<file path="src/sfi_map.vh">
// Register map, field positions, reset values and constants of the
// serial flash interface. Assumes a 32-bit APB slave with word registers.
// Summary of operation
// [RQ1] Read mode selects register or mapped window reads
// [RQ2] Mapped mode serializes reads, deserializes returned data
// [RQ3] Dummy write in register mode returns read byte
// [RQ4] Written byte latched for sending, empty flag set
// [RQ5] Output enable low leaves data pin undriven
// [RQ6] Output enable high drives the data pin
// [RQ7] Software always writes reserved config bit six one
// [RQ8] Serial clock derived from external memory clock
// [RQ9] Divide code selects ratio two through nine
// [RQ10] Odd ratios give unequal clock high/low
// [RQ11] Polarity bit sets serial clock idle level
// [RQ12] Phase equal polarity: rising edge data, else falling
// [RQ13] Enable low keeps interface disabled, window unused
// [RQ14] Ready flag set on byte, cleared on read
// [RQ15] Overrun when loading while ready; read clears it
// [RQ16] Select bit drives select pin, register mode only
// [RQ17] Busy flag high during serial transfer
// [RQ18] Mapped mode ignores flash writes
`ifndef SFI_MAP_VH
`define SFI_MAP_VH
// Printed offsets are not all multiples of four: indices, byte addr = 4*idx
`define SFI_IDX_READ      12'hB00
`define SFI_IDX_WRITE     12'hB02
`define SFI_IDX_CONFIG    12'hB04
`define SFI_IDX_FLAGS     12'hB06
`define SFI_IDX_SELECT    12'hB0A
`define SFI_IDX_DRIVE     12'hB0C
`define SFI_IDX_MAPADDR   12'hB10
`define SFI_IDX_MAPDATA   12'hB12
`define SFI_WINDOW_BASE   32'h2000_0000
// Configuration fields
`define SFI_CFG_ENABLE    0
`define SFI_CFG_CPOL      1
`define SFI_CFG_CPHA      2
`define SFI_CFG_DIV_LO    3
`define SFI_CFG_RSVD      6
`define SFI_CFG_MODE      7
// Flag fields
`define SFI_FLG_READY     0
`define SFI_FLG_OVERRUN   1
`define SFI_FLG_EMPTY     2
`define SFI_FLG_BUSY      3
// Reset values
`define SFI_RST_READ      8'hFF
`define SFI_RST_WRITE     8'h00
`define SFI_RST_CONFIG    8'h11
`define SFI_RST_FLAGS     8'h04
`define SFI_RST_SELECT    8'h00
`define SFI_RST_DRIVE     8'h00
// Serial flash read command and mapped read length
`define SFI_CMD_READ      8'h03
`define SFI_MAP_BYTES     8'h04
`endif

</file>
<file path="src/sfi_fifo.v">
// Synchronous FIFO with valid/ready on both sides.
// Assumes one clock and synchronous active-low reset.
module sfi_fifo #(
    parameter WIDTH = 8,
    parameter DEPTH = 32,
    parameter AW    = 5
) (
    // Clock and reset
    input  wire             sys_clk_in,
    input  wire             rst_n_in,
    // Fill side
    input  wire             in_valid_in,
    output wire             in_ready_out,
    input  wire [WIDTH-1:0] in_data_in,
    // Drain side
    output wire             out_valid_out,
    input  wire             out_ready_in,
    output wire [WIDTH-1:0] out_data_out
);
    reg [WIDTH-1:0] mem [0:DEPTH-1];
    reg [AW-1:0]    wr_q;
    reg [AW-1:0]    rd_q;
    reg [AW:0]      cnt_q;
    wire            push;
    wire            pop;

    assign in_ready_out  = (cnt_q != DEPTH[AW:0]);
    assign out_valid_out = (cnt_q != {(AW+1){1'b0}});
    assign out_data_out  = mem[rd_q];
    assign push = in_valid_in & in_ready_out;
    assign pop  = out_valid_out & out_ready_in;

    // Storage has no reset; only pointers need defined state
    always @(posedge sys_clk_in) begin
        if (push) begin
            mem[wr_q] <= in_data_in;
        end
    end

    // Pointers wrap naturally since DEPTH is a power of two
    always @(posedge sys_clk_in) begin
        if (!rst_n_in) begin
            wr_q  <= {AW{1'b0}};
            rd_q  <= {AW{1'b0}};
            cnt_q <= {(AW+1){1'b0}};
        end else begin
            if (push) begin
                wr_q <= wr_q + 1'b1;
            end
            if (pop) begin
                rd_q <= rd_q + 1'b1;
            end
            if (push & ~pop) begin
                cnt_q <= cnt_q + 1'b1;
            end else if (pop & ~push) begin
                cnt_q <= cnt_q - 1'b1;
            end
        end
    end
endmodule // sfi_fifo

</file>
<file path="src/sfi_top.v">
// Serial flash interface: APB registers, serial engine, mapped reads.
// Assumes APB master on sys_clk_in; external memory clock is sampled
// synchronously, as are all pins.
`include "sfi_map.vh"
module sfi_top #(
    parameter FIFO_DEPTH = 32,
    parameter FIFO_AW    = 5
) (
    // Clock and reset
    input  wire        sys_clk_in,
    input  wire        rst_n_in,
    // APB slave
    input  wire        psel,
    input  wire        penable,
    input  wire        pwrite,
    input  wire [31:0] paddr,
    input  wire [31:0] pwdata,
    output reg  [31:0] prdata,
    output wire        pready,
    output wire        pslverr,
    // External memory clock, source of the serial clock
    input  wire        sdram_clk_in,
    // Serial flash pins
    output reg         flash_serial_clock_out,
    output reg         flash_select_n_out,
    input  wire        flash_data_line_in,
    output reg         flash_data_line_out,
    output reg         flash_data_line_oe_n_out,
    // Mapped read stream
    output wire        map_valid_out,
    input  wire        map_ready_in,
    output wire [7:0]  map_data_out
);
    // Register state
    reg [7:0]  rd_byte_q;
    reg [7:0]  wr_byte_q;
    reg [7:0]  cfg_q;
    reg        ready_q;
    reg        overrun_q;
    reg        empty_q;
    reg        sel_q;
    reg        drive_q;
    reg [23:0] map_addr_q;
    // Serial engine
    reg [7:0]  shift_q;
    reg [7:0]  rx_q;
    reg [3:0]  bit_q;
    reg [3:0]  div_q;
    reg        half_q;
    reg        sck_q;
    reg        clk_s1_q;
    reg        clk_s2_q;
    reg        clk_s3_q;
    reg [2:0]  state_q;
    reg [2:0]  mbyte_q;
    reg [7:0]  mleft_q;
    reg        mstart_q;

    localparam ST_IDLE = 3'd0;
    localparam ST_LEAD = 3'd1;
    localparam ST_TRAIL = 3'd2;
    localparam ST_DONE = 3'd3;

    wire        fifo_ready;
    wire        mode_map = cfg_q[`SFI_CFG_MODE];
    wire        enable   = cfg_q[`SFI_CFG_ENABLE];
    wire        cpol     = cfg_q[`SFI_CFG_CPOL];
    wire        cpha     = cfg_q[`SFI_CFG_CPHA];
    wire [2:0]  div_code = cfg_q[`SFI_CFG_DIV_LO+2:`SFI_CFG_DIV_LO];
    wire [3:0]  div_n    = {1'b0, div_code} + 4'd2; // RQ9
    wire        busy     = (state_q != ST_IDLE);
    wire        wr_acc   = psel & penable & pwrite;
    wire        rd_acc   = psel & penable & ~pwrite;
    wire [11:0] idx      = paddr[13:2];
    wire        mapped   = (paddr[13:0] == {idx, 2'b00}) & (paddr[31:14] == 18'd0);
    wire        sck_tick;

    // Word decode used by read and write paths
    function hit;
        input [11:0] a;
        input [11:0] r;
        begin
            hit = (a == r);
        end
    endfunction

    assign pready  = 1'b1;
    assign pslverr = psel & penable & ~(mapped & (hit(idx, `SFI_IDX_READ)
                   | hit(idx, `SFI_IDX_WRITE) | hit(idx, `SFI_IDX_CONFIG)
                   | hit(idx, `SFI_IDX_FLAGS) | hit(idx, `SFI_IDX_SELECT)
                   | hit(idx, `SFI_IDX_DRIVE) | hit(idx, `SFI_IDX_MAPADDR)
                   | hit(idx, `SFI_IDX_MAPDATA)));

    // Memory clock rising edges advance the divider; three flops so the
    // edge detector never looks at the first synchroniser stage
    always @(posedge sys_clk_in) begin
        if (!rst_n_in) begin
            clk_s1_q <= 1'b0;
            clk_s2_q <= 1'b0;
            clk_s3_q <= 1'b0;
        end else begin
            clk_s1_q <= sdram_clk_in;
            clk_s2_q <= clk_s1_q;
            clk_s3_q <= clk_s2_q;
        end
    end
    assign sck_tick = clk_s2_q & ~clk_s3_q; // RQ8

    // Register writes; a byte write starts a transfer in register mode
    always @(posedge sys_clk_in) begin
        if (!rst_n_in) begin
            wr_byte_q  <= `SFI_RST_WRITE;
            cfg_q      <= `SFI_RST_CONFIG;
            sel_q      <= 1'b0;
            drive_q    <= 1'b0;
            map_addr_q <= 24'h000000;
            mstart_q   <= 1'b0;
        end else begin
            mstart_q <= 1'b0;
            if (wr_acc & mapped) begin
                if (hit(idx, `SFI_IDX_CONFIG)) begin
                    cfg_q <= pwdata[7:0];
                end
                if (hit(idx, `SFI_IDX_SELECT)) begin
                    sel_q <= pwdata[0];
                end
                if (hit(idx, `SFI_IDX_DRIVE)) begin
                    drive_q <= pwdata[0];
                end
                if (hit(idx, `SFI_IDX_MAPADDR)) begin
                    map_addr_q <= pwdata[23:0];
                    mstart_q   <= enable & mode_map & ~busy; // RQ13
                end
                // Mapped mode owns the engine; byte writes are dropped
                if (hit(idx, `SFI_IDX_WRITE) & ~mode_map & enable) begin // RQ18
                    wr_byte_q <= pwdata[7:0]; // RQ3
                end
            end
        end
    end

    wire wr_start = wr_acc & mapped & hit(idx, `SFI_IDX_WRITE)
                  & ~mode_map & enable & ~busy;

    // Serial engine: each bit is a leading then trailing half period
    always @(posedge sys_clk_in) begin
        if (!rst_n_in) begin
            state_q <= ST_IDLE;
            shift_q <= 8'h00;
            rx_q    <= 8'h00;
            bit_q   <= 4'd0;
            div_q   <= 4'd0;
            half_q  <= 1'b0;
            sck_q   <= 1'b0;
            mbyte_q <= 3'd0;
            mleft_q <= 8'h00;
        end else begin
            case (state_q)
                ST_IDLE: begin
                    sck_q <= cpol; // RQ11
                    div_q <= 4'd0;
                    bit_q <= 4'd0;
                    if (wr_start) begin
                        shift_q <= pwdata[7:0]; // RQ4
                        mleft_q <= 8'h00;
                        state_q <= ST_LEAD;
                    end else if (mstart_q) begin
                        shift_q <= `SFI_CMD_READ; // RQ2
                        mbyte_q <= 3'd1;
                        mleft_q <= `SFI_MAP_BYTES;
                        state_q <= ST_LEAD;
                    end
                end
                ST_LEAD, ST_TRAIL: begin
                    if (sck_tick) begin
                        if (div_q == div_n - 4'd1) begin
                            div_q <= 4'd0;
                        end else begin
                            div_q <= div_q + 4'd1;
                        end
                        // Leading (idle-level) half is the shorter one on odd ratios
                        if (div_q == (div_n >> 1) - 4'd1) begin // RQ10
                            sck_q <= ~sck_q;
                            // Phase 0 samples here; phase 1 shifts, except on the first bit
                            if (!cpha) begin // RQ12
                                rx_q <= {rx_q[6:0], flash_data_line_in};
                            end else if (bit_q != 4'd0) begin
                                shift_q <= {shift_q[6:0], 1'b0};
                            end
                        end
                        if (div_q == div_n - 4'd1) begin
                            sck_q <= ~sck_q;
                            if (!cpha) begin
                                shift_q <= {shift_q[6:0], 1'b0};
                            end else begin
                                rx_q <= {rx_q[6:0], flash_data_line_in};
                            end
                            bit_q <= bit_q + 4'd1;
                            if (bit_q == 4'd7) begin
                                state_q <= ST_DONE;
                            end
                        end
                    end
                end
                ST_DONE: begin
                    bit_q <= 4'd0;
                    // Command, three address bytes, data; last waits room
                    if (mleft_q != 8'h00 && fifo_ready) begin
                        state_q <= ST_LEAD;
                        if (mbyte_q < 3'd4) begin
                            mbyte_q <= mbyte_q + 3'd1;
                            case (mbyte_q)
                                3'd1: shift_q <= map_addr_q[23:16];
                                3'd2: shift_q <= map_addr_q[15:8];
                                3'd3: shift_q <= map_addr_q[7:0];
                                default: shift_q <= 8'h00;
                            endcase
                        end else begin
                            mleft_q <= mleft_q - 8'd1;
                            shift_q <= 8'h00;
                        end
                    end else if (~|mleft_q & (fifo_ready | ~mode_map)) begin
                        state_q <= ST_IDLE;
                    end
                end
                default: state_q <= ST_IDLE;
            endcase
        end
    end

    wire rx_done = (state_q == ST_DONE);
    wire map_push = rx_done & mode_map & (mbyte_q == 3'd4)
                  & (mleft_q != `SFI_MAP_BYTES) & fifo_ready;
    wire reg_load = rx_done & ~mode_map;

    // Received bytes and flags; a set beats a same-cycle clear
    always @(posedge sys_clk_in) begin
        if (!rst_n_in) begin
            rd_byte_q <= `SFI_RST_READ;
            ready_q   <= 1'b0;
            overrun_q <= 1'b0;
            empty_q   <= 1'b1;
        end else begin
            if (rd_acc & mapped & hit(idx, `SFI_IDX_READ)) begin
                ready_q   <= 1'b0; // RQ14
                overrun_q <= 1'b0; // RQ15
            end
            if (reg_load) begin
                rd_byte_q <= rx_q; // RQ1
                ready_q   <= 1'b1; // RQ14
                if (ready_q) begin
                    overrun_q <= 1'b1; // RQ15
                end
            end
            if (wr_start) begin
                empty_q <= 1'b0;
            end else if (state_q == ST_LEAD && bit_q == 4'd0) begin
                empty_q <= 1'b1; // RQ4
            end
        end
    end

    // Pins: select from control bit only in register mode
    always @(posedge sys_clk_in) begin
        if (!rst_n_in) begin
            flash_serial_clock_out   <= 1'b0;
            flash_select_n_out       <= 1'b1;
            flash_data_line_out      <= 1'b0;
            flash_data_line_oe_n_out <= 1'b1;
        end else begin
            flash_serial_clock_out <= enable ? sck_q : cpol; // RQ13
            if (!enable) begin
                flash_select_n_out <= 1'b1; // RQ13
            end else if (mode_map) begin
                flash_select_n_out <= ~busy;
            end else begin
                flash_select_n_out <= ~sel_q; // RQ16
            end
            flash_data_line_out <= shift_q[7];
            if (mode_map) begin
                flash_data_line_oe_n_out <= ~(busy & (mbyte_q < 3'd4 |
                                              mleft_q == `SFI_MAP_BYTES));
            end else begin
                flash_data_line_oe_n_out <= ~(drive_q & enable); // RQ5 RQ6
            end
        end
    end

    // Mapped bytes queue up; a full queue stalls the engine
    sfi_fifo #(
        .WIDTH (8),
        .DEPTH (FIFO_DEPTH),
        .AW    (FIFO_AW)
    ) u_fifo (
        .sys_clk_in    (sys_clk_in),
        .rst_n_in      (rst_n_in),
        .in_valid_in   (map_push),
        .in_ready_out  (fifo_ready),
        .in_data_in    (rx_q),
        .out_valid_out (map_valid_out),
        .out_ready_in  (map_ready_in | (rd_acc & mapped &
                        hit(idx, `SFI_IDX_MAPDATA))),
        .out_data_out  (map_data_out)
    );

    // Read mux
    always @* begin
        prdata = 32'h0000_0000;
        if (mapped) begin
            if (hit(idx, `SFI_IDX_READ)) prdata[7:0] = rd_byte_q;
            if (hit(idx, `SFI_IDX_CONFIG)) prdata[7:0] = cfg_q;
            if (hit(idx, `SFI_IDX_FLAGS)) prdata[3:0] =
                {busy, empty_q, overrun_q, ready_q}; // RQ17
            if (hit(idx, `SFI_IDX_SELECT)) prdata[0] = sel_q;
            if (hit(idx, `SFI_IDX_DRIVE)) prdata[0] = drive_q;
            if (hit(idx, `SFI_IDX_MAPADDR)) prdata[23:0] = map_addr_q;
            if (hit(idx, `SFI_IDX_MAPDATA)) prdata[8:0] =
                {map_valid_out, map_data_out & {8{map_valid_out}}};
        end
    end
endmodule // sfi_top

</file>
<file path="config.mk">
export PLATFORM = sky130hd
export DESIGN_NAME = sfi_top
export DESIGN_NICKNAME = d
export VERILOG_FILES = /design/src/sfi_fifo.v /design/src/sfi_top.v
export VERILOG_INCLUDE_DIRS = /design/src
export SDC_FILE = /design/constraint.sdc
export NUM_CORES = 1
export LEC_CHECK = 0
export BUFFER_PORTS_ARGS = -buffer_cell sky130_fd_sc_hd__buf_2
export CAP_MARGIN = 5
export CORE_ASPECT_RATIO = 1.5
export CORE_MARGIN = 4
export CORE_UTILIZATION = 55
export CTS_CLUSTER_DIAMETER = 40
export DETAILED_ROUTE_END_ITERATION = 7
export PLACE_DENSITY = 0.83
export RECOVER_POWER = 25
export SYNTH_ARGS = -nofsm -noshare
export SYNTH_HDL_FRONTEND = slang
export SYNTH_SLANG_ARGS = --single-unit
</file>
<file path="constraint.sdc">
create_clock -name sys_clk_in -period 4.1 [get_ports sys_clk_in]
set_clock_uncertainty 0.2 [all_clocks]
set_input_delay 0 -clock sys_clk_in [delete_from_list [all_inputs] [get_ports sys_clk_in]]
set_output_delay 0 -clock sys_clk_in [all_outputs]
set_load 0.01 [all_outputs]
</file>
# Yosys cells after proc, flatten, opt, wreduce, memory -nomap -nowiden

Memories as Yosys holds them, arrays and structs flattened. A register that Yosys moved wholly into a read port is not among the register bits.
Index checks and enable logic that the tools add are counted.

Memories kept: 1
Bits in writable memories: 256
Flip-flop bits (word level): 108

Memories:

| memory     | words | bits a word | read ports | clocked after memory_dff | write ports | line          | source |
|---|---|---|---|---|---|---|---|
| u_fifo.mem | 32    | 8           | 1          | 1                        | 1           | sfi_fifo.v:20 | `reg [WIDTH-1:0] mem [0:DEPTH-1];` |

Order comparisons: 1
Multiplexer cells: 67
Add/subtract/negate cells: 11
Bitwise gates (word level): 51
Equality and inequality tests: 32
Reductions and logical operators: 35

Operator list:

| operator               | count |
|---|---|
| $mux W8                | 20 |
| $eq A12 B12 Y1 const B | 8 |
| $mux W24               | 2 |
| $pmux W8 S3            | 2 |
| $mux W3                | 10 |
| $and A1 B1 Y1          | 29 |
| $mux W4                | 5 |
| $logic_not A18 Y1      | 1 |
| $mux W1                | 17 |
| $pmux W4 S2            | 2 |
| $pmux W8 S2            | 1 |
| $reduce_and A2 Y1      | 7 |
| $eq A3 B2 Y1 const B   | 4 |
| $mux W6                | 2 |
| $ne A2 B2 Y1 const B   | 6 |
| $reduce_bool A2 Y1     | 6 |
| $not A1 Y1             | 11 |
| $add A5 B1 Y5 const B  | 2 |
| $mux W5                | 2 |
| $or A1 B1 Y1           | 10 |
| $reduce_and A5 Y1      | 2 |
| $mux W9                | 1 |
| $pmux W3 S3            | 1 |
| $reduce_and A3 Y1      | 3 |
| 34 further kinds       | 43 |

# Depth between registers and ports, before layout

Gate-level depths: netlist (run 1).

Depth in word-level cells: 11
Mapped depth: 14

# Cells and area by module

Synthesis (run 1) repeated with hierarchy kept, for this count alone.

Cells, all modules: 1268
Area, all modules: 16184.3 sq um

By module, submodules not included:

| module   | area an instance (sq um) | instances | cells each | sequential area each (sq um) |
|---|---|---|---|---|
| sfi_fifo | 11089.4                  | 1         | 627        | 8107.8 |
| sfi_top  | 5094.9                   | 1         | 641        | 1821.7 |

# Worst setup path after synthesis (run 1)

Ideal clock, no wire load.

Kind: register to register
From: register mleft_q[3]
To: register u_fifo.cnt_q[5]
Setup slack: 662 ps
Path buffers: 0
Clock period less this slack: 3438 ps
Arrival time: 3111 ps
Stages on the path, launching flop included: 13
Library setup time: 128 ps
Data required time: 3772 ps
Cell sequence: dfxtp_1 -> or4_1 -> o311ai_0 -> nor3_1 -> ha_1 -> inv_1 -> ha_1 -> a21o_1 -> a21o_1 -> a211o_1 -> o211ai_1 -> xnor2_1 -> nor2_1

Word-level cells in the longest chain between the ends: 7
Elaborated cells between the ends (all ways): 9

RTL lines:

| item                          | line          | source |
|---|---|---|
| start: declaration            | sfi_top.v:56  | `reg [7:0] mleft_q;` |
| start signal: assignment      | sfi_top.v:170 | `` mleft_q <= `SFI_MAP_BYTES; `` |
| start signal: assignment      | sfi_top.v:219 | `mleft_q <= mleft_q - 8'd1;` |
| $ne A8 B3 Y1 (no line) *      | -             |  |
| $and A1 B1 Y1 * (2 in series) | sfi_top.v:232 | `wire map_push = rx_done & mode_map & (mbyte_q == 3'd4)` |
| $and A1 B1 Y1 *               | sfi_fifo.v:30 | `assign push = in_valid_in & in_ready_out;` |
| named net u_fifo.push         | sfi_fifo.v:24 | `wire push;` |
| $not A1 Y1                    | sfi_fifo.v:55 | `end else if (pop & ~push) begin` |
| $and A1 B1 Y1                 | sfi_fifo.v:55 |  |
| $reduce_bool A2 Y1 (no line)  | -             |  |
| end signal: assignment        | sfi_fifo.v:45 | `cnt_q <= {(AW+1){1'b0}};` |
| end signal: assignment        | sfi_fifo.v:54 | `cnt_q <= cnt_q + 1'b1;` |
| end signal: assignment        | sfi_fifo.v:56 | `cnt_q <= cnt_q - 1'b1;` |
| end: declaration              | sfi_fifo.v:23 | `reg [AW:0] cnt_q;` |

Mark *: on every way through the listed nets, which the timed path passes. The rest lies on a longest branch.
A chain may end at the register's enable or synchronous reset.

==> impl_metrics.ini, run 1 <==
[worst_setup_path]
required_ns = 4.36
path_class = primary input to flop
cp_data_arrival_time_ns = 4.09
reg2reg_from = mleft_q[3]
cp-end-kind = flop
cp_max_fo = 38
critPathLaunchType = primary input
crit_start = rst_n_in
reg2reg_depth = 12
reg2reg_to = u_fifo.cnt_q[5]
rrSetupSlack_ns = 0.44

[route]
wl_per_cell_um = 23.3
wl_um = 40500
drc_errors = 0
firstDrtPassIters = 7
drt_iter0_drc = 1178
via_count = 10800
vias_per_cell = 6.19
postRouteAntennaNets = 0

[die]
die_x_um = 147
start_util_pct = 55.8
die_h_um = 217
pin_count = 119
num_rows = 76
dieArea_mm2 = 0.0320
core_mm2 = 0.0287

[status]
status = finished, violations left
violations = capacitance limit, slew limit

[yosys]
synth_cell_types = 83
ys_ff_latch = 368
async_reset_ff_share_pct = 0
synth_top_cell_area_share_pct = 48.0
synth_most_common_cell = edfxtp_1
synth_area_leader_cell = edfxtp_1
synthesis.area_mm2 = 0.0160
ys_warn_count = 0
ys.flop_type = edfxtp_1
synth_common_cells = edfxtp_1 (256), nand2_1 (120), dfxtp_1 (112)
synth.yosys.seq_area_share_pct = 62.0
synth-edff-count = 256
syn_inst = 1172
syn_avg_cell_area_um2 = 13.7
ys_top_cells_by_area = edfxtp_1 (48%), dfxtp_1 (14%), mux4_2 (10%)

[sta]
max_clock_freq_ghz = 0.261
fin_crit_sh_pct = 93.4
min_period_ns = 3.83
setup_viol_count_final = 0
hold_viol = 0
max_slew_margin_pct = -28.9
finalSetupTns_ns = 0
maxSlewViolCount = 147
rsz0062_at_grt = false
worstMarginPinSlew_ns = 1.93

[global_route]
overflow = 0
grt_max_degree = 40
grt_pass1_wl_um = 61500
antenna_found_initial = 0
track_usage_pct = 25.0
grt_pass1_vias = 10900

[finish]
n_antenna_cell = 0
fillCellCount = 2020
syn2layout_area_growth_pct = 16.1
fin_nets = 1421
final_layout_size_suffix_gt1_share_pct = 20.1

[placement]
hpwl_um = 26200
gp_congestion = 0.935
portBuffers = 101

[clock_network]
holdBufCountCts = 45
cts_sinks = 368
cts_buffer_depth = 3
cts_tree = yes
numCtsBuffers = 40
clkTransAtPathRegs_ns = 0.06
clock_latency_ns = 0.54
cts-root-buf = clkbuf_16
post_cts_buffers = 0
htree_levels = 2
cts_resized = 0

[pwr]
power.internal_uw = 5980
p_per_area_mw_per_mm2 = 410
leakage_uw = 0.00638
sw_frac_of_total_pct = 21.5
seq_power_share_pct = 51.9
pwr-share-comb_pct = 3.5
p_clk_share_pct = 44.6
p_sw_uw = 1640
finalPower_uw = 7620
peakVddDrop_uv = 357

[hold_path]
hold_depth = 6
worstHoldEndpoint = mleft_q[2]
worstHoldPathType = primary input to flop
hold_start = paddr[8]

[run]
drv_cap = 4
## through the flow
stage          hold WS (ns)  worst slack (ns)  cells  utilization, %  instance area (um^2)
2_1_floorplan       -0.0817             0.662   1179               -                 16000
4_1_cts              0.0427             0.438   1736            64.7                 18600
5_1_grt              0.0740             0.134   1739            64.8                 18600
3_5_place_dp         0.0146             0.444   1622            58.8                 16900
6_report             0.0582             0.270   1739            64.8                 18600
3_3_place_gp        0.00964             0.527   1622            58.8                 16900
## state kept, by name, indices dropped and copies added, names as in the netlist, 2 cells and up, named ones only
register      cells
u_fifo.rd_q       5
cfg_q             8
u_fifo.wr_q       5
rd_byte_q         8
u_fifo.mem      256
bit_q             4
map_addr_q       24
mleft_q           8
mbyte_q           3
shift_q           8
div_q             4
u_fifo.cnt_q      6
rx_q              8
state_q           2
## cell type report
class	count	area, um^2	area share [%]
Tap cell	390	488	2.62
Clock buffer	47	1060	5.69
Clock inverter	22	183	0.982
Inverter	27	101	0.545
Timing Repair Buffer	170	1130	6.08
Multi-Input combinational cell	715	5700	30.7
Sequential cell	368	9930	53.4
## worst max-delay path: stages
cell           delay [ns]
dlygate4sd3_1        0.52
clkbuf_1             1.39
inv_2                0.80
nor4_1               0.76
nand2_1              0.22
o221ai_1             0.24
a221o_1              0.15
## placed cells by master (no fill, tap or decap), drive strengths merged, types with 9 or more instances in the layout
master,Yosys,routed
a21oi,53,53
and2,25,25
buf,24,115
clkbuf,45,57
clkinv,0,14
conb,2,9
dfxtp,112,112
dlygate4sd3,0,45
edfxtp,256,256
ha,26,26
inv,27,32
mux2i,33,33
mux4,73,73
nand2,120,120
nand2b,12,12
nand3,31,31
nor2,96,96
nor2b,10,10
nor3,15,15
nor4,14,14
o211ai,9,9
o21a,12,12
o21ai,18,18
o31ai,9,9
or3,10,10
or4,9,9
xor2,12,12
## routing by layer
metal  GRT usage [%]  wire (um)  vias up
li1                -          -     4759
met1            28.3      14200     5332
met2            45.7      21700      531
met3            4.29       2540      135
met4            11.8       2020        0
met5               0          0        -
## how the worst max path moves through the flow
stage / endpoint / slack (ns) / cells past startpoint
after floorplan: u_fifo.cnt_q[5] / 0.66 / 12
after global placement: u_fifo.cnt_q[5] / 0.53 / 12
after detailed placement: u_fifo.cnt_q[5] / 0.44 / 12
after CTS: u_fifo.cnt_q[5] / 0.44 / 12
after global routing: shift_q[4] / 0.13 / 7
final: shift_q[2] / 0.27 / 7
## power by group through the flow
stage               Sequential, uW  Clock (uW)  Combinational [uW]
detailed placement            4030           0                 228
global route                  3950        3590                 287
CTS                           3950        3430                 258
finish                        3950        3400                 265
floorplan                     4030           0                 158
global placement              4030           0                 222
## cells by family (layout without fill, tap and decap cells)
logic type               count (synthesis)  in the layout  synth area share, %
AO/OA/AOI/OAI                          173            173                 7.90
XOR/XNOR                                21             21                 1.33
adder cells (fa/ha/maj)                 27             27                 2.16
buffers and inverters                   96            266                 2.61
flip-flops                             368            368                 62.0
multiplexers                           106            106                 12.3
other                                    2              9               0.0469
AND/OR/NAND/NOR                        379            379                 11.7
(Power assumes the default switching activity.)
==> inputs of run 2 (changes only) <==
- CTS_BUF_LIST: not set -> sky130_fd_sc_hd__clkbuf_4
==> impl_metrics.ini, run 2 (same netlist as run 1, synthesis figures left out) <==
[status]
status = finished, violations left
violations = capacitance limit, slew limit, setup timing

[finish]
syn2layout_area_growth_pct = 20.4
multiInputGateArea_mm2 = 0.00570
ff_latch_area_mm2 = 0.00993
largest_reg_flops = 256
finish.instance_area_mm2 = 0.0193
layout_commonest_cell = edfxtp_1
regMostFlops = u_fifo.mem
final_cell_mix = edfxtp_1 (256), clkbuf_4 (140), nand2_1 (119)
final_layout_size_suffix_gt1_share_pct = 23.8
biggestRegsByFlops = u_fifo.mem: 256 flops, map_addr_q: 24 flops
fillCellCount = 1904
fin_nets = 1539

[sta]
max_clock_freq_ghz = 0.243
maxSlewViolCount = 108
min_period_ns = 4.11
worstMarginPinSlew_ns = 1.73
hold_viol = 0
finalSetupTns_ns = -0.0257
fin_crit_sh_pct = 100
timing.hold.ws_ns = 0.0240
max_slew_margin_pct = -15.3
setup_slack_ns = -0.0113
setup_viol_count_final = 3
rsz0062_at_grt = false

[die]
start_util_pct = 55.8
pin_count = 119
die_x_um = 147
num_rows = 76
die_h_um = 217
core_mm2 = 0.0287
dieArea_mm2 = 0.0320

[worst_setup_path]
critPathLaunchType = primary input
cp_max_fo = 4
rrSetupSlack_ns = 0.38
cp_data_arrival_time_ns = 4.58
required_ns = 4.57
reg2reg_depth = 9
path_class = primary input to flop
cp-end-kind = flop

[clock_network]
post_cts_buffers = 0
clock_latency_ns = 0.74
numCtsBuffers = 89
clkTransAtPathRegs_ns = 0.07
cts_sinks = 368
cts_tree = yes
cts_buffer_depth = 3
cts-root-buf = clkbuf_4
htree_levels = 3

[hold_path]
hold_depth = 7
worstHoldPathType = primary input to flop

[global_route]
overflow = 0
antenna_found_initial = 1
grt_pass1_wl_um = 66600
grt_pass1_vias = 12200
grt_max_degree = 40
track_usage_pct = 26.9

[route]
postRouteAntennaNets = 0
drt_iter0_drc = 1164
wl_per_cell_um = 22.6
firstDrtPassIters = 6
drc_errors = 0
wl_um = 43000
vias_per_cell = 6.11
via_count = 11600

[pwr]
peakVddDrop_uv = 290
p_per_area_mw_per_mm2 = 389
finalPower_uw = 7510
p_clk_share_pct = 43.3
p_sw_uw = 1640
pwr-share-comb_pct = 4.1
power.internal_uw = 5870
sw_frac_of_total_pct = 21.8
leakage_uw = 0.00676
seq_power_share_pct = 52.6

[placement]
portBuffers = 101
gp_congestion = 0.935
postPlaceCellArea_mm2 = 0.0169
hpwl_um = 26200

[run]
drv_cap = 3
run 2: per-stage QoR:
step                      instances  util [%]  setup WS [ns]
after floorplan                1179         -          0.662
after global placement         1622      58.8          0.527
after detailed placement       1622      58.8          0.444
after CTS                      1900      67.2         0.0960
after global routing           1903      67.2        0.00673
final                          1903      67.2        -0.0113
run 2: layer usage:
layer | global-route usage (%) | up-vias | part of all wire, % | wire (um)
met1 | 29.4 | 5662 | 34 | 14500
met3 | 6.27 | 205 | 7.8 | 3360
li1 | - | 5065 | - | -
met4 | 15.9 | 0 | 6.3 | 2730
met5 | 0 | - | 0 | 0
met2 | 47.5 | 695 | 52 | 22400
run 2: final cells by class:
cell class                      count  share of cell area [%]
Sequential cell                   368                    51.5
Multi-Input combinational cell    715                    29.6
Timing Repair Buffer              239                    9.44
Clock buffer                      140                    5.45
Tap cell                          390                    2.53
Clock inverter                     23                   0.999
Inverter                           27                   0.525
Antenna cell                        1                  0.0130
run 2: worst paths after layout:
kind	startpoint	endpoint
setup / recovery	paddr[1]	shift_q[4]
hold / removal	paddr[27]	flop
setup reg to reg	cfg_q[7]	shift_q[6]
hold reg to reg	clk_s1_q	clk_s2_q
run 2: timing repair:
item                       4_1_cts  5_1_grt
hold endpoints to repair        88        1
gates resized for setup          0        3
setup endpoints to repair        0       20
hold buffers                   115        1
run 2: power by group through the flow:
stage          clock network (uW)  logic [uW]  registers (uW)
2_1_floorplan                   0         158            4030
3_3_place_gp                    0         222            4030
3_5_place_dp                    0         228            4030
4_1_cts                      3270         289            3950
5_1_grt                      3500         326            3950
6_report                     3250         307            3950
run 2: critical path, stage by stage:
cell	delay [ns]
dlygate4sd3_1	0.54
buf_2	0.12
or4_1	0.50
dlygate4sd3_1	0.61
or3b_4	0.42
dlygate4sd3_1	0.58
nor4_1	0.56
inv_1	0.18
nor3_2	0.26
dlygate4sd3_1	0.66
a221o_1	0.15
